`src/include/lpc_pkg.sv`:
```
// Shared constants and types of the LVDS lane pattern checker.
// Assumes a 16-bit register port with byte addresses and four 13-lane LVDS banks.
`default_nettype none

package lpc_pkg;

    // ==========================================================
    // Sizes
    localparam int NUM_BANKS  = 4;
    localparam int FRAME_LEN  = 8;
    localparam int DATA_LANES = 12;
    localparam int SAMPLE_W   = 13;
    localparam int POS_W      = 3;
    localparam int BANK_W     = 2;
    localparam int ADDR_W     = 12;
    localparam int REG_W      = 16;
    localparam int CREG_W     = 8;
    localparam int RSV_W      = 3;
    localparam int RD_PORTS   = NUM_BANKS + 1;

    // ==========================================================
    // Register map
    localparam logic [ADDR_W-1:0] ADDR_CFG       = 12'h710;
    localparam logic [ADDR_W-1:0] ADDR_CTRL      = 12'h711;
    localparam logic [ADDR_W-1:0] ADDR_SUM       = 12'h712;
    localparam logic [ADDR_W-1:0] ADDR_PAT_BASE  = 12'h720;
    localparam logic [ADDR_W-1:0] PAT_SPAN       = 12'h010;
    localparam logic [ADDR_W-1:0] ADDR_STAT_BASE = 12'h750;
    localparam logic [ADDR_W-1:0] STAT_SPAN      = 12'h008;
    localparam int                WORD_SEL_LSB   = 1;

    // ==========================================================
    // Field positions and reset values
    localparam int CFG_EN_LSB    = 4;
    localparam int CFG_LOCK_BIT  = 1;
    localparam int CFG_CONT_BIT  = 0;
    localparam int CTRL_TRIG_BIT = 0;
    localparam int SUM_RUN_LSB   = 4;
    localparam int STROBE_BIT    = 12;
    localparam int RSV_LSB       = 13;

    localparam logic [CREG_W-1:0] RST_CFG  = 8'h00;
    localparam logic [CREG_W-1:0] RST_CTRL = 8'h00;
    localparam logic [REG_W-1:0]  RST_WORD = 16'h0000;

    // ==========================================================
    // Types
    typedef struct packed {
        logic                  strobe;
        logic [DATA_LANES-1:0] data;
    } lpc_lane_t;

    typedef struct packed {
        logic              wr;
        logic              rd;
        logic [ADDR_W-1:0] addr;
        logic [REG_W-1:0]  wdata;
    } lpc_reg_req_t;

    typedef enum logic [1:0] {
        ST_IDLE,
        ST_ARMED,
        ST_RUN
    } lpc_state_t;

endpackage

`default_nettype wire

```
`src/logic/lpc_pattern_mem.sv`:
```
// Expected-pattern memory: one write port, several registered read ports.
// Assumes all ports share clk_sys.
`timescale 1ns/1ns
`default_nettype none

module lpc_pattern_mem
    import lpc_pkg::*;
#(
    parameter int DEPTH  = FRAME_LEN,
    parameter int WIDTH  = REG_W,
    parameter int AW     = POS_W,
    parameter int NREAD  = RD_PORTS
) (
    // Clock and reset
    input  wire logic             clk_sys,
    input  wire logic             rst_n,
    // Write port
    input  wire logic             wr_en,
    input  wire logic [AW-1:0]    wr_addr,
    input  wire logic [WIDTH-1:0] wr_data,
    // Read ports
    input  wire logic [AW-1:0]    rd_addr [NREAD],
    output var  logic [WIDTH-1:0] rd_data [NREAD]
);

    logic [WIDTH-1:0] mem_r   [DEPTH];
    logic [WIDTH-1:0] mem_nxt [DEPTH];

    always_comb begin
        for (int i = 0; i < DEPTH; i++) begin
            mem_nxt[i] = (wr_en && wr_addr == AW'(i)) ? wr_data : mem_r[i];
        end
    end

    always_ff @(posedge clk_sys or negedge rst_n) begin
        if (!rst_n) begin
            for (int i = 0; i < DEPTH; i++) begin
                mem_r[i] <= '0;
            end
        end else begin
            mem_r <= mem_nxt;
        end
    end

    // ==========================================================
    // Read ports
    for (genvar p = 0; p < NREAD; p++) begin : g_rd
        always_ff @(posedge clk_sys or negedge rst_n) begin
            if (!rst_n) begin
                rd_data[p] <= '0;
            end else begin
                rd_data[p] <= mem_r[rd_addr[p]];
            end
        end
    end

endmodule

`default_nettype wire

```
`src/logic/lpc_checker_top.sv`:
```
// LVDS lane pattern checker: frames the received banks, compares them with
// the expected pattern memory and keeps per-bank failure status.
// Assumes the link clock and lanes are asynchronous and far slower than clk_sys.
//
// Summary of operation
// - Per-bank enable bits gate checking on configured banks.
// - Any enable bit blocks data to converter.
// - Strobe lock stops realignment, alarms still raised.
// - Continuous bit zero halts bank at first mismatch.
// - Trigger rise clears failures, starts at frame.
// - Writing trigger zero stops any running test.
// - Running field shows active test per bank.
// - Summary bit set when bank has failures.
// - Summary clears only when all failures cleared.
// - Eight sixteen-bit expected words, value in 12:0.
// - Lowest pattern address is first frame sample.
// - Word bit 12 strobe, bits 11:0 data.
// - Per-bank write-one-to-clear failure fields.
`timescale 1ns/1ns
`default_nettype none

module lpc_checker_top
    import lpc_pkg::*;
(
    // Clock and reset
    input  wire logic                      clk_sys,
    input  wire logic                      rst_n,
    // Configuration port
    input  wire lpc_reg_req_t              reg_req,
    output var  logic [REG_W-1:0]          reg_rdata,
    output var  logic                      reg_rvalid,
    // Bank state from the interface setup
    input  wire logic [NUM_BANKS-1:0]      bank_configured,
    // LVDS link
    input  wire logic                      lvds_clk,
    input  wire lpc_lane_t [NUM_BANKS-1:0] lvds_lane,
    // Converter side
    output var  lpc_lane_t [NUM_BANKS-1:0] conv_sample,
    output var  logic                      conv_valid,
    output var  logic [NUM_BANKS-1:0]      strobe_align_alarm
);

    function automatic logic in_range(logic [ADDR_W-1:0] a, logic [ADDR_W-1:0] base,
                                      logic [ADDR_W-1:0] span);
        in_range = (a >= base) && (a < base + span);
    endfunction

    function automatic logic [POS_W-1:0] next_pos(logic [POS_W-1:0] p);
        next_pos = (p == POS_W'(FRAME_LEN - 1)) ? '0 : p + 1'b1;
    endfunction

    // ==========================================================
    // Synchronisers
    logic                      lclk_meta_r;
    logic                      lclk_sync_r;
    logic                      lclk_dly_r;
    lpc_lane_t [NUM_BANKS-1:0] lane_meta_r;
    lpc_lane_t [NUM_BANKS-1:0] lane_sync_r;
    logic                      link_edge;

    always_ff @(posedge clk_sys or negedge rst_n) begin
        if (!rst_n) begin
            lclk_meta_r <= 1'b0;
            lclk_sync_r <= 1'b0;
            lclk_dly_r  <= 1'b0;
            lane_meta_r <= '0;
            lane_sync_r <= '0;
        end else begin
            lclk_meta_r <= lvds_clk;
            lclk_sync_r <= lclk_meta_r;
            lclk_dly_r  <= lclk_sync_r;
            lane_meta_r <= lvds_lane;
            lane_sync_r <= lane_meta_r;
        end
    end

    // Both link edges carry a sample, so either transition marks one.
    assign link_edge = lclk_sync_r ^ lclk_dly_r;

    // ==========================================================
    // Register state
    logic [CREG_W-1:0]    cfg_r;
    logic [CREG_W-1:0]    cfg_nxt;
    logic [CREG_W-1:0]    ctrl_r;
    logic [CREG_W-1:0]    ctrl_nxt;
    lpc_state_t           state_r;
    lpc_state_t           state_nxt;
    logic [NUM_BANKS-1:0] pending_r;
    logic [NUM_BANKS-1:0] pending_nxt;
    logic [NUM_BANKS-1:0] running_r;
    logic [NUM_BANKS-1:0] running_nxt;
    logic [SAMPLE_W-1:0]  fail_r     [NUM_BANKS];
    logic [SAMPLE_W-1:0]  fail_nxt   [NUM_BANKS];
    logic [RSV_W-1:0]     rsv_r      [NUM_BANKS];
    logic [RSV_W-1:0]     rsv_nxt    [NUM_BANKS];
    logic [NUM_BANKS-1:0] bank_en;
    logic                 ctrl_wr;
    logic                 trig_start;
    logic                 pat_wr;

    // ==========================================================
    // Framing and compare pipeline state
    logic [POS_W-1:0]          pos_r     [NUM_BANKS];
    logic [POS_W-1:0]          pos_nxt   [NUM_BANKS];
    logic [POS_W-1:0]          cur_pos   [NUM_BANKS];
    logic [POS_W-1:0]          s1_pos_r  [NUM_BANKS];
    logic [POS_W-1:0]          s1_pos_nxt[NUM_BANKS];
    logic [NUM_BANKS-1:0]      strb_rise;
    logic [NUM_BANKS-1:0]      strb_prev_r;
    logic [NUM_BANKS-1:0]      strb_prev_nxt;
    logic [NUM_BANKS-1:0]      alarm_nxt;
    lpc_lane_t [NUM_BANKS-1:0] s1_samp_r;
    lpc_lane_t [NUM_BANKS-1:0] s1_samp_nxt;
    logic                      s1_vld_r;
    logic                      cmp_vld_r;
    lpc_lane_t [NUM_BANKS-1:0] conv_nxt;
    logic [SAMPLE_W-1:0]       miss      [NUM_BANKS];
    logic [POS_W-1:0]          mem_raddr [RD_PORTS];
    logic [REG_W-1:0]          mem_rdata [RD_PORTS];

    assign bank_en    = cfg_r[CFG_EN_LSB +: NUM_BANKS] & bank_configured;
    assign ctrl_wr    = reg_req.wr && reg_req.addr == ADDR_CTRL;
    assign trig_start = ctrl_wr && reg_req.wdata[CTRL_TRIG_BIT] && !ctrl_r[CTRL_TRIG_BIT];
    assign pat_wr     = reg_req.wr && in_range(reg_req.addr, ADDR_PAT_BASE, PAT_SPAN);

    always_comb begin
        strb_prev_nxt = strb_prev_r;
        alarm_nxt     = '0;
        s1_samp_nxt   = s1_samp_r;
        for (int b = 0; b < NUM_BANKS; b++) begin
            strb_rise[b]  = lane_sync_r[b].strobe && !strb_prev_r[b];
            // With the lock set the strobe may carry test data, so it only alarms.
            cur_pos[b]    = (strb_rise[b] && !cfg_r[CFG_LOCK_BIT]) ? '0 : pos_r[b];
            pos_nxt[b]    = pos_r[b];
            s1_pos_nxt[b] = s1_pos_r[b];
            if (link_edge) begin
                pos_nxt[b]       = next_pos(cur_pos[b]);
                s1_pos_nxt[b]    = cur_pos[b];
                s1_samp_nxt[b]   = lane_sync_r[b];
                strb_prev_nxt[b] = lane_sync_r[b].strobe;
                alarm_nxt[b]     = strb_rise[b] && pos_r[b] != '0;
            end
            mem_raddr[b] = s1_pos_r[b];
            miss[b]      = cmp_vld_r ? (s1_samp_r[b] ^ mem_rdata[b][SAMPLE_W-1:0]) : '0;
            conv_nxt[b]  = (cfg_r[CFG_EN_LSB +: NUM_BANKS] != '0) ? '0 : s1_samp_r[b];
        end
        mem_raddr[NUM_BANKS] = reg_req.addr[WORD_SEL_LSB +: POS_W];
    end

    always_ff @(posedge clk_sys or negedge rst_n) begin
        if (!rst_n) begin
            for (int b = 0; b < NUM_BANKS; b++) begin
                pos_r[b]    <= '0;
                s1_pos_r[b] <= '0;
            end
            strb_prev_r        <= '0;
            strobe_align_alarm <= '0;
            s1_samp_r          <= '0;
            s1_vld_r           <= 1'b0;
            cmp_vld_r          <= 1'b0;
            conv_sample        <= '0;
            conv_valid         <= 1'b0;
        end else begin
            pos_r              <= pos_nxt;
            s1_pos_r           <= s1_pos_nxt;
            strb_prev_r        <= strb_prev_nxt;
            strobe_align_alarm <= alarm_nxt;
            s1_samp_r          <= s1_samp_nxt;
            s1_vld_r           <= link_edge;
            cmp_vld_r          <= s1_vld_r;
            if (s1_vld_r) begin
                conv_sample <= conv_nxt;
            end
            conv_valid <= s1_vld_r && cfg_r[CFG_EN_LSB +: NUM_BANKS] == '0;
        end
    end

    lpc_pattern_mem #(
        .DEPTH (FRAME_LEN),
        .WIDTH (REG_W),
        .AW    (POS_W),
        .NREAD (RD_PORTS)
    ) u_pattern_mem (
        .clk_sys (clk_sys),
        .rst_n   (rst_n),
        .wr_en   (pat_wr),
        .wr_addr (reg_req.addr[WORD_SEL_LSB +: POS_W]),
        .wr_data (reg_req.wdata),
        .rd_addr (mem_raddr),
        .rd_data (mem_rdata)
    );

    // ==========================================================
    // Control and status
    always_comb begin
        cfg_nxt     = cfg_r;
        ctrl_nxt    = ctrl_r;
        state_nxt   = state_r;
        pending_nxt = pending_r;
        running_nxt = running_r & bank_en;
        rsv_nxt     = rsv_r;
        fail_nxt    = fail_r;
        if (reg_req.wr && reg_req.addr == ADDR_CFG) begin
            cfg_nxt = reg_req.wdata[CREG_W-1:0];
        end
        if (ctrl_wr) begin
            ctrl_nxt = reg_req.wdata[CREG_W-1:0];
        end
        case (state_r)
            ST_IDLE: begin
                if (trig_start) begin
                    state_nxt   = ST_ARMED;
                    pending_nxt = bank_en;
                end
            end
            ST_ARMED, ST_RUN: begin
                for (int b = 0; b < NUM_BANKS; b++) begin
                    if (link_edge && pending_r[b] && cur_pos[b] == '0) begin
                        pending_nxt[b] = 1'b0;
                        running_nxt[b] = bank_en[b];
                    end
                end
                if (pending_nxt == '0) begin
                    state_nxt = ST_RUN;
                end
            end
            default: state_nxt = ST_IDLE;
        endcase
        for (int b = 0; b < NUM_BANKS; b++) begin
            if (cmp_vld_r && running_r[b] && miss[b] != '0 && !cfg_r[CFG_CONT_BIT]) begin
                running_nxt[b] = 1'b0;
            end
            if (trig_start) begin
                fail_nxt[b] = '0;
            end
            if (reg_req.wr && in_range(reg_req.addr, ADDR_STAT_BASE, STAT_SPAN) &&
                reg_req.addr[WORD_SEL_LSB +: BANK_W] == BANK_W'(b)) begin
                fail_nxt[b] = fail_r[b] & ~reg_req.wdata[SAMPLE_W-1:0];
                rsv_nxt[b]  = reg_req.wdata[RSV_LSB +: RSV_W];
            end
            // The set is applied last so a mismatch beats a clear in the same cycle.
            if (running_r[b]) begin
                fail_nxt[b] = fail_nxt[b] | miss[b];
            end
        end
        if (ctrl_wr && !reg_req.wdata[CTRL_TRIG_BIT]) begin
            state_nxt   = ST_IDLE;
            pending_nxt = '0;
            running_nxt = '0;
        end
    end

    always_ff @(posedge clk_sys or negedge rst_n) begin
        if (!rst_n) begin
            cfg_r     <= RST_CFG;
            ctrl_r    <= RST_CTRL;
            state_r   <= ST_IDLE;
            pending_r <= '0;
            running_r <= '0;
            for (int b = 0; b < NUM_BANKS; b++) begin
                fail_r[b] <= '0;
                rsv_r[b]  <= '0;
            end
        end else begin
            cfg_r     <= cfg_nxt;
            ctrl_r    <= ctrl_nxt;
            state_r   <= state_nxt;
            pending_r <= pending_nxt;
            running_r <= running_nxt;
            fail_r    <= fail_nxt;
            rsv_r     <= rsv_nxt;
        end
    end

    // ==========================================================
    // Read path: two cycles so pattern words come from the registered memory port.
    logic              rd_pend_r;
    logic [ADDR_W-1:0] rd_addr_r;
    logic [REG_W-1:0]  rdata_nxt;
    logic [NUM_BANKS-1:0] fail_sum;

    always_comb begin
        for (int b = 0; b < NUM_BANKS; b++) begin
            fail_sum[b] = fail_r[b] != '0;
        end
        rdata_nxt = '0;
        if (rd_addr_r == ADDR_CFG) begin
            rdata_nxt = {{(REG_W-CREG_W){1'b0}}, cfg_r};
        end else if (rd_addr_r == ADDR_CTRL) begin
            rdata_nxt = {{(REG_W-CREG_W){1'b0}}, ctrl_r};
        end else if (rd_addr_r == ADDR_SUM) begin
            rdata_nxt[SUM_RUN_LSB +: NUM_BANKS] = running_r;
            rdata_nxt[NUM_BANKS-1:0]            = fail_sum;
        end else if (in_range(rd_addr_r, ADDR_PAT_BASE, PAT_SPAN)) begin
            rdata_nxt = mem_rdata[NUM_BANKS];
        end else if (in_range(rd_addr_r, ADDR_STAT_BASE, STAT_SPAN)) begin
            rdata_nxt = {rsv_r[rd_addr_r[WORD_SEL_LSB +: BANK_W]],
                         fail_r[rd_addr_r[WORD_SEL_LSB +: BANK_W]]};
        end
    end

    always_ff @(posedge clk_sys or negedge rst_n) begin
        if (!rst_n) begin
            rd_pend_r  <= 1'b0;
            rd_addr_r  <= '0;
            reg_rdata  <= '0;
            reg_rvalid <= 1'b0;
        end else begin
            rd_pend_r  <= reg_req.rd;
            rd_addr_r  <= reg_req.addr;
            reg_rvalid <= rd_pend_r;
            if (rd_pend_r) begin
                reg_rdata <= rdata_nxt;
            end
        end
    end
endmodule

`default_nettype wire

```
`config.mk`:
```
export PLATFORM = sky130hd
export DESIGN_NAME = lpc_checker_top
export DESIGN_NICKNAME = d
export VERILOG_FILES = /design/src/include/lpc_pkg.sv /design/src/logic/lpc_pattern_mem.sv /design/src/logic/lpc_checker_top.sv
export SDC_FILE = /design/constraint.sdc
export NUM_CORES = 1
export LEC_CHECK = 0
export BUFFER_PORTS_ARGS = -buffer_cell sky130_fd_sc_hd__buf_2
export CORE_ASPECT_RATIO = 2
export CORE_MARGIN = 4
export CORE_UTILIZATION = 40
export CTS_BUF_LIST = sky130_fd_sc_hd__clkbuf_4 sky130_fd_sc_hd__clkbuf_8
export DETAILED_ROUTE_END_ITERATION = 8
export RECOVER_POWER = 50
export SYNTH_ARGS = -nofsm -noshare
export SYNTH_HDL_FRONTEND = slang
export SYNTH_SLANG_ARGS = --single-unit
```
`constraint.sdc`:
```
create_clock -name clk_sys -period 2.49 [get_ports clk_sys]
set_clock_uncertainty 0.2 [all_clocks]
set_input_delay 0.747 -clock clk_sys [delete_from_list [all_inputs] [get_ports clk_sys]]
set_output_delay 0.747 -clock clk_sys [all_outputs]
set_load 0.01 [all_outputs]
```
==> metrics.txt <==
# TYPE chip_impl_metric gauge
chip_impl_metric{name="avgSynthCellArea",unit="um^2"} 12.83
chip_impl_metric{name="p_leak",unit="nW"} 14.20
chip_impl_metric{name="clk-insertion-delay-late",unit="ns"} 0.73
chip_impl_metric{name="number_of_buffers_added_by_the_clock_tree_synthesis_step",unit=""} 80
chip_impl_info{name="rsz0062_at_grt",value="true"} 1
chip_impl_metric{name="synth_edf_count",unit=""} 0
chip_impl_metric{name="final_util",unit="%"} 48.37
chip_impl_info{name="critPathKind",value="reg2reg"} 1
chip_impl_info{name="clock_tree.root_cell",value="clkbuf_8"} 1
chip_impl_info{name="worst_path_dominant_cell_family",value="simple AND/OR/NAND/NOR gates"} 1
chip_impl_metric{name="share_comb_of_total_power",unit="%"} 19.7
chip_impl_info{name="layout.cells.most_common",value="dfrtp_1"} 1
chip_impl_metric{name="switchingPower",unit="mW"} 7.102
chip_impl_metric{name="max_cap_violations",unit=""} 1
chip_impl_metric{name="arr_time_crit_path",unit="ns"} 2.88
chip_impl_metric{name="grt_pass1_vias",unit=""} 18880
chip_impl_metric{name="gp_congestion",unit=""} 0.9826
chip_impl_metric{name="synth-async-reset-ratio",unit="%"} 100.0
chip_impl_metric{name="synth.ff_latch_count",unit=""} 558
chip_impl_metric{name="layoutNonFillerInstCount",unit=""} 3146
chip_impl_metric{name="synth_warnings",unit=""} 0
chip_impl_metric{name="period_minus_slack",unit="ns"} 2.478
chip_impl_metric{name="numPortBuffers",unit=""} 162
chip_impl_metric{name="worst_slack",unit="ns"} 0.01159
chip_impl_metric{name="critPathBufInv",unit=""} 3
chip_impl_metric{name="intPower",unit="mW"} 15.86
chip_impl_metric{name="power-per-cell-area",unit="nW/um^2"} 756.2
chip_impl_metric{name="grt_antenna_before_repair",unit=""} 2
chip_impl_metric{name="finalNetCount",unit=""} 2391
chip_impl_info{name="run_status",value="finished, violations left"} 1
chip_impl_info{name="crit_top_cell",value="buf_4"} 1
chip_impl_metric{name="total_power",unit="mW"} 22.96
chip_impl_metric{name="place_worst_setup_slack",unit="ns"} -0.3155
chip_impl_metric{name="initial_core_util",unit="%"} 40.42
chip_impl_metric{name="grt_max_degree",unit=""} 67
chip_impl_metric{name="coreArea",unit="um^2"} 62790
chip_impl_metric{name="finalHoldWorstSlack",unit="ns"} 0.1120
chip_impl_metric{name="synth_nets",unit=""} 2079
chip_impl_info{name="tritoncts",value="yes"} 1
chip_impl_metric{name="ys_seq_area_share",unit="%"} 55.02
chip_impl_metric{name="final_hold_viol_count",unit=""} 0
chip_impl_metric{name="floorplan.die_area",unit="um^2"} 67780
chip_impl_metric{name="drt_first_iter_violations",unit=""} 1225
chip_impl_metric{name="final.period_utilization",unit="%"} 99.53
chip_impl_metric{name="netlist_area_before_placement",unit="um^2"} 25380
chip_impl_info{name="most-common-layout-cells",value="dfrtp_1 (557), nand2_1 (365), mux2_2 (168), mux4_2 (152), buf_2 (146)"} 1
chip_impl_info{name="crit_path_cell_trace",value="or3b_4 > nand2_2 > ha_4 > inv_1 > a211oi_2 > buf_4 > a2bb2oi_1 > buf_4 > nand3_1 > a221oi_2"} 1
chip_impl_metric{name="clock_sinks",unit=""} 558
chip_impl_metric{name="fill_cells",unit=""} 5511
chip_impl_info{name="violations_in_the_final_reports",value="max-capacitance violations, max-slew violations"} 1
chip_impl_metric{name="clock_power_share",unit="%"} 35.0
chip_impl_metric{name="floorplan.die.width",unit="um"} 186.1
chip_impl_metric{name="share_of_post_route_cells_with_drive_strength_above_1",unit="%"} 34.18
chip_impl_metric{name="residual_antenna_violating_net_count_after_detailed_routing",unit=""} 0
chip_impl_info{name="cp_slowest_cell",value="dfrtp_2"} 1
chip_impl_metric{name="maxClockFrequency",unit="MHz"} 403.5
chip_impl_metric{name="layout-area-overhead-vs-synth",unit="%"} 19.66
chip_impl_metric{name="crit_required",unit="ns"} 2.89
chip_impl_metric{name="worst_pin_slew",unit="ns"} 1.516
chip_impl_metric{name="power_switching_share",unit="%"} 30.93
chip_impl_metric{name="via_per_inst",unit=""} 5.552
chip_impl_metric{name="dpl.hpwl",unit="mm"} 57.51
chip_impl_metric{name="clockBufferDepth",unit=""} 3
chip_impl_metric{name="post-place-cells",unit=""} 2939
chip_impl_metric{name="drcViolationCount",unit=""} 0
chip_impl_metric{name="worst_vdd_rail_ir_drop",unit="V"} 0.0004971
chip_impl_info{name="crit_path_start_kind",value="flop"} 1
chip_impl_info{name="synth-main-ff-cell",value="dfrtp_1"} 1
chip_impl_metric{name="io-pin-count",unit=""} 163
chip_impl_metric{name="critical_path_peak_fanout",unit=""} 5
chip_impl_metric{name="clock_tree.htree_level_count",unit=""} 3
chip_impl_metric{name="max_stage_delay",unit="ns"} 0.48
chip_impl_metric{name="grtUsageTotal",unit="%"} 23.88
chip_impl_metric{name="final.setup.tns",unit="ns"} 0
chip_impl_metric{name="slew_headroom",unit="%"} -1.100
chip_impl_metric{name="dpl-instance-area",unit="um^2"} 28000
chip_impl_metric{name="die_y",unit="um"} 364.2
chip_impl_metric{name="wl_per_cell",unit="um"} 25.54
chip_impl_metric{name="timing_max_transition_violations_final",unit=""} 15
chip_impl_metric{name="power.sequential.fraction",unit="%"} 45.3
chip_impl_metric{name="vias",unit=""} 17470
chip_impl_info{name="end_kind",value="flop"} 1
chip_impl_metric{name="grt_overflow",unit=""} 0
chip_impl_metric{name="synth.lib_cells_used.distinct",unit=""} 72
chip_impl_metric{name="postSynthCellCount",unit=""} 1978
chip_impl_info{name="timing.hold.worst.class",value="in2reg"} 1
chip_impl_metric{name="finalInstanceArea",unit="um^2"} 30370
chip_impl_metric{name="clkSlewWorstSetupHoldPaths",unit="ns"} 0.07
chip_impl_metric{name="route.final.wire_length",unit="mm"} 80.34
chip_impl_metric{name="timing.final.setup_violations",unit=""} 0
chip_impl_metric{name="first_pass_grt_wire_length",unit="mm"} 118.9
chip_impl_metric{name="first_pass_iters",unit=""} 5
chip_impl_metric{name="std_cell_rows",unit=""} 130
==> power by group through the flow <==
stage / clock network (mW) / registers, mW / logic, mW
after floorplan: 0 / 10.3 / 2.43
after detailed placement: 0 / 10.6 / 4.39
final: 8.03 / 10.4 / 4.52
after CTS: 8.20 / 10.4 / 4.52
after global placement: 0 / 10.6 / 4.31
after global routing: 8.60 / 10.5 / 4.87
==> cells by family after synthesis <==
| group | Yosys count | synth area share (%) |
|---|---|---|
| and+or+nand+nor | 586 | 10.79 |
| muxes | 370 | 23.45 |
| xor gates and xnor gates | 53 | 1.829 |
| adders and majority gates | 12 | 0.5916 |
| buffers and inverters | 207 | 3.560 |
| AOI/OAI and AO/OA | 192 | 4.753 |
| DFF | 558 | 55.02 |
==> final timing paths <==
path	cells after the start	start	slack, ns	to
max in group asynchronous	4	rst_n	0.18	lane_meta_r[42]
min reg2reg	0	lane_meta_r[14]	0.14	lane_sync_r[14]
min in group asynchronous	3	rst_n	0.63	u_pattern_mem.mem_r[114]
max reg2reg	10	cfg_r[1]	0.01	state_r[1]
min	2	reg_req[16]	0.11	rd_addr_r[0]
max	10	cfg_r[1]	0.01	state_r[1]
==> repair_timing <==
item | CTS | global route
hold buffers | 59 | 0
setup buffers | 2 | 0
setup endpoints to repair | 4 | 3
pin swaps | 0 | 2
resized for setup | 11 | 9
hold endpoints to repair | 156 | 0
==> per-layer routing <==
layer	up-vias	part of all wire, %	GRT usage, %
li1	7639	-	-
met1	8950	33	24.99
met2	618	53	42.35
met3	261	4.8	4.054
met4	0	8.7	17.42
met5	-	0	0
==> layout make-up <==
type	instances	area (um^2)	share of cell area (%)
Timing Repair Buffer	360	2724	8.970
Clock buffer	117	1479	4.870
Clock inverter	27	299.0	0.9848
Inverter	77	289.0	0.9518
Sequential cell	558	13960	45.99
Antenna cell	2	5.005	0.01648
Multi-Input combinational cell	1213	10620	34.96
Tap cell	792	991.0	3.263
==> registers in the layout, indices dropped and copies added, names as in the netlist, 8 cells and up <==
register / flops
cfg_r: 8
conv_sample: 52
ctrl_r: 8
fail_r: 52
lane_meta_r: 52
lane_sync_r: 52
mem_raddr: 12
pos_r: 12
rd_addr_r: 12
reg_rdata: 16
rsv_r: 12
s1_samp_r: 48
u_pattern_mem.mem_r: 128
u_pattern_mem.rd_data: 68
==> synth_stat cells, drive strengths merged (4+ instances only) <==
library cell  count  area, um^2
o22ai             7       43.79
nor2             37       168.9
o31ai             4       40.03
a21oi            20       100.1
nand3            98       503.0
mux2            217        2519
nor3             14       81.33
xor2             38       332.8
o21ai            93       465.4
nor4             13       141.4
nor3b             6       50.05
and2              4       25.02
inv              76       285.3
dfrtp           558       13960
buf              51       317.8
nand4             7       50.05
ha               12       150.1
nor4b             4       35.03
a31oi             6       37.54
mux4            152        3423
xnor2            15       131.4
a211oi            8       70.06
o2bb2ai           8       70.07
or4               5       37.54
and3              4       25.02
and4bb            4       53.80
nand2b           10       62.56
clkbuf           79       296.5
a22oi            18       135.1
nand2           368        1384
(Power assumes the default switching activity.)
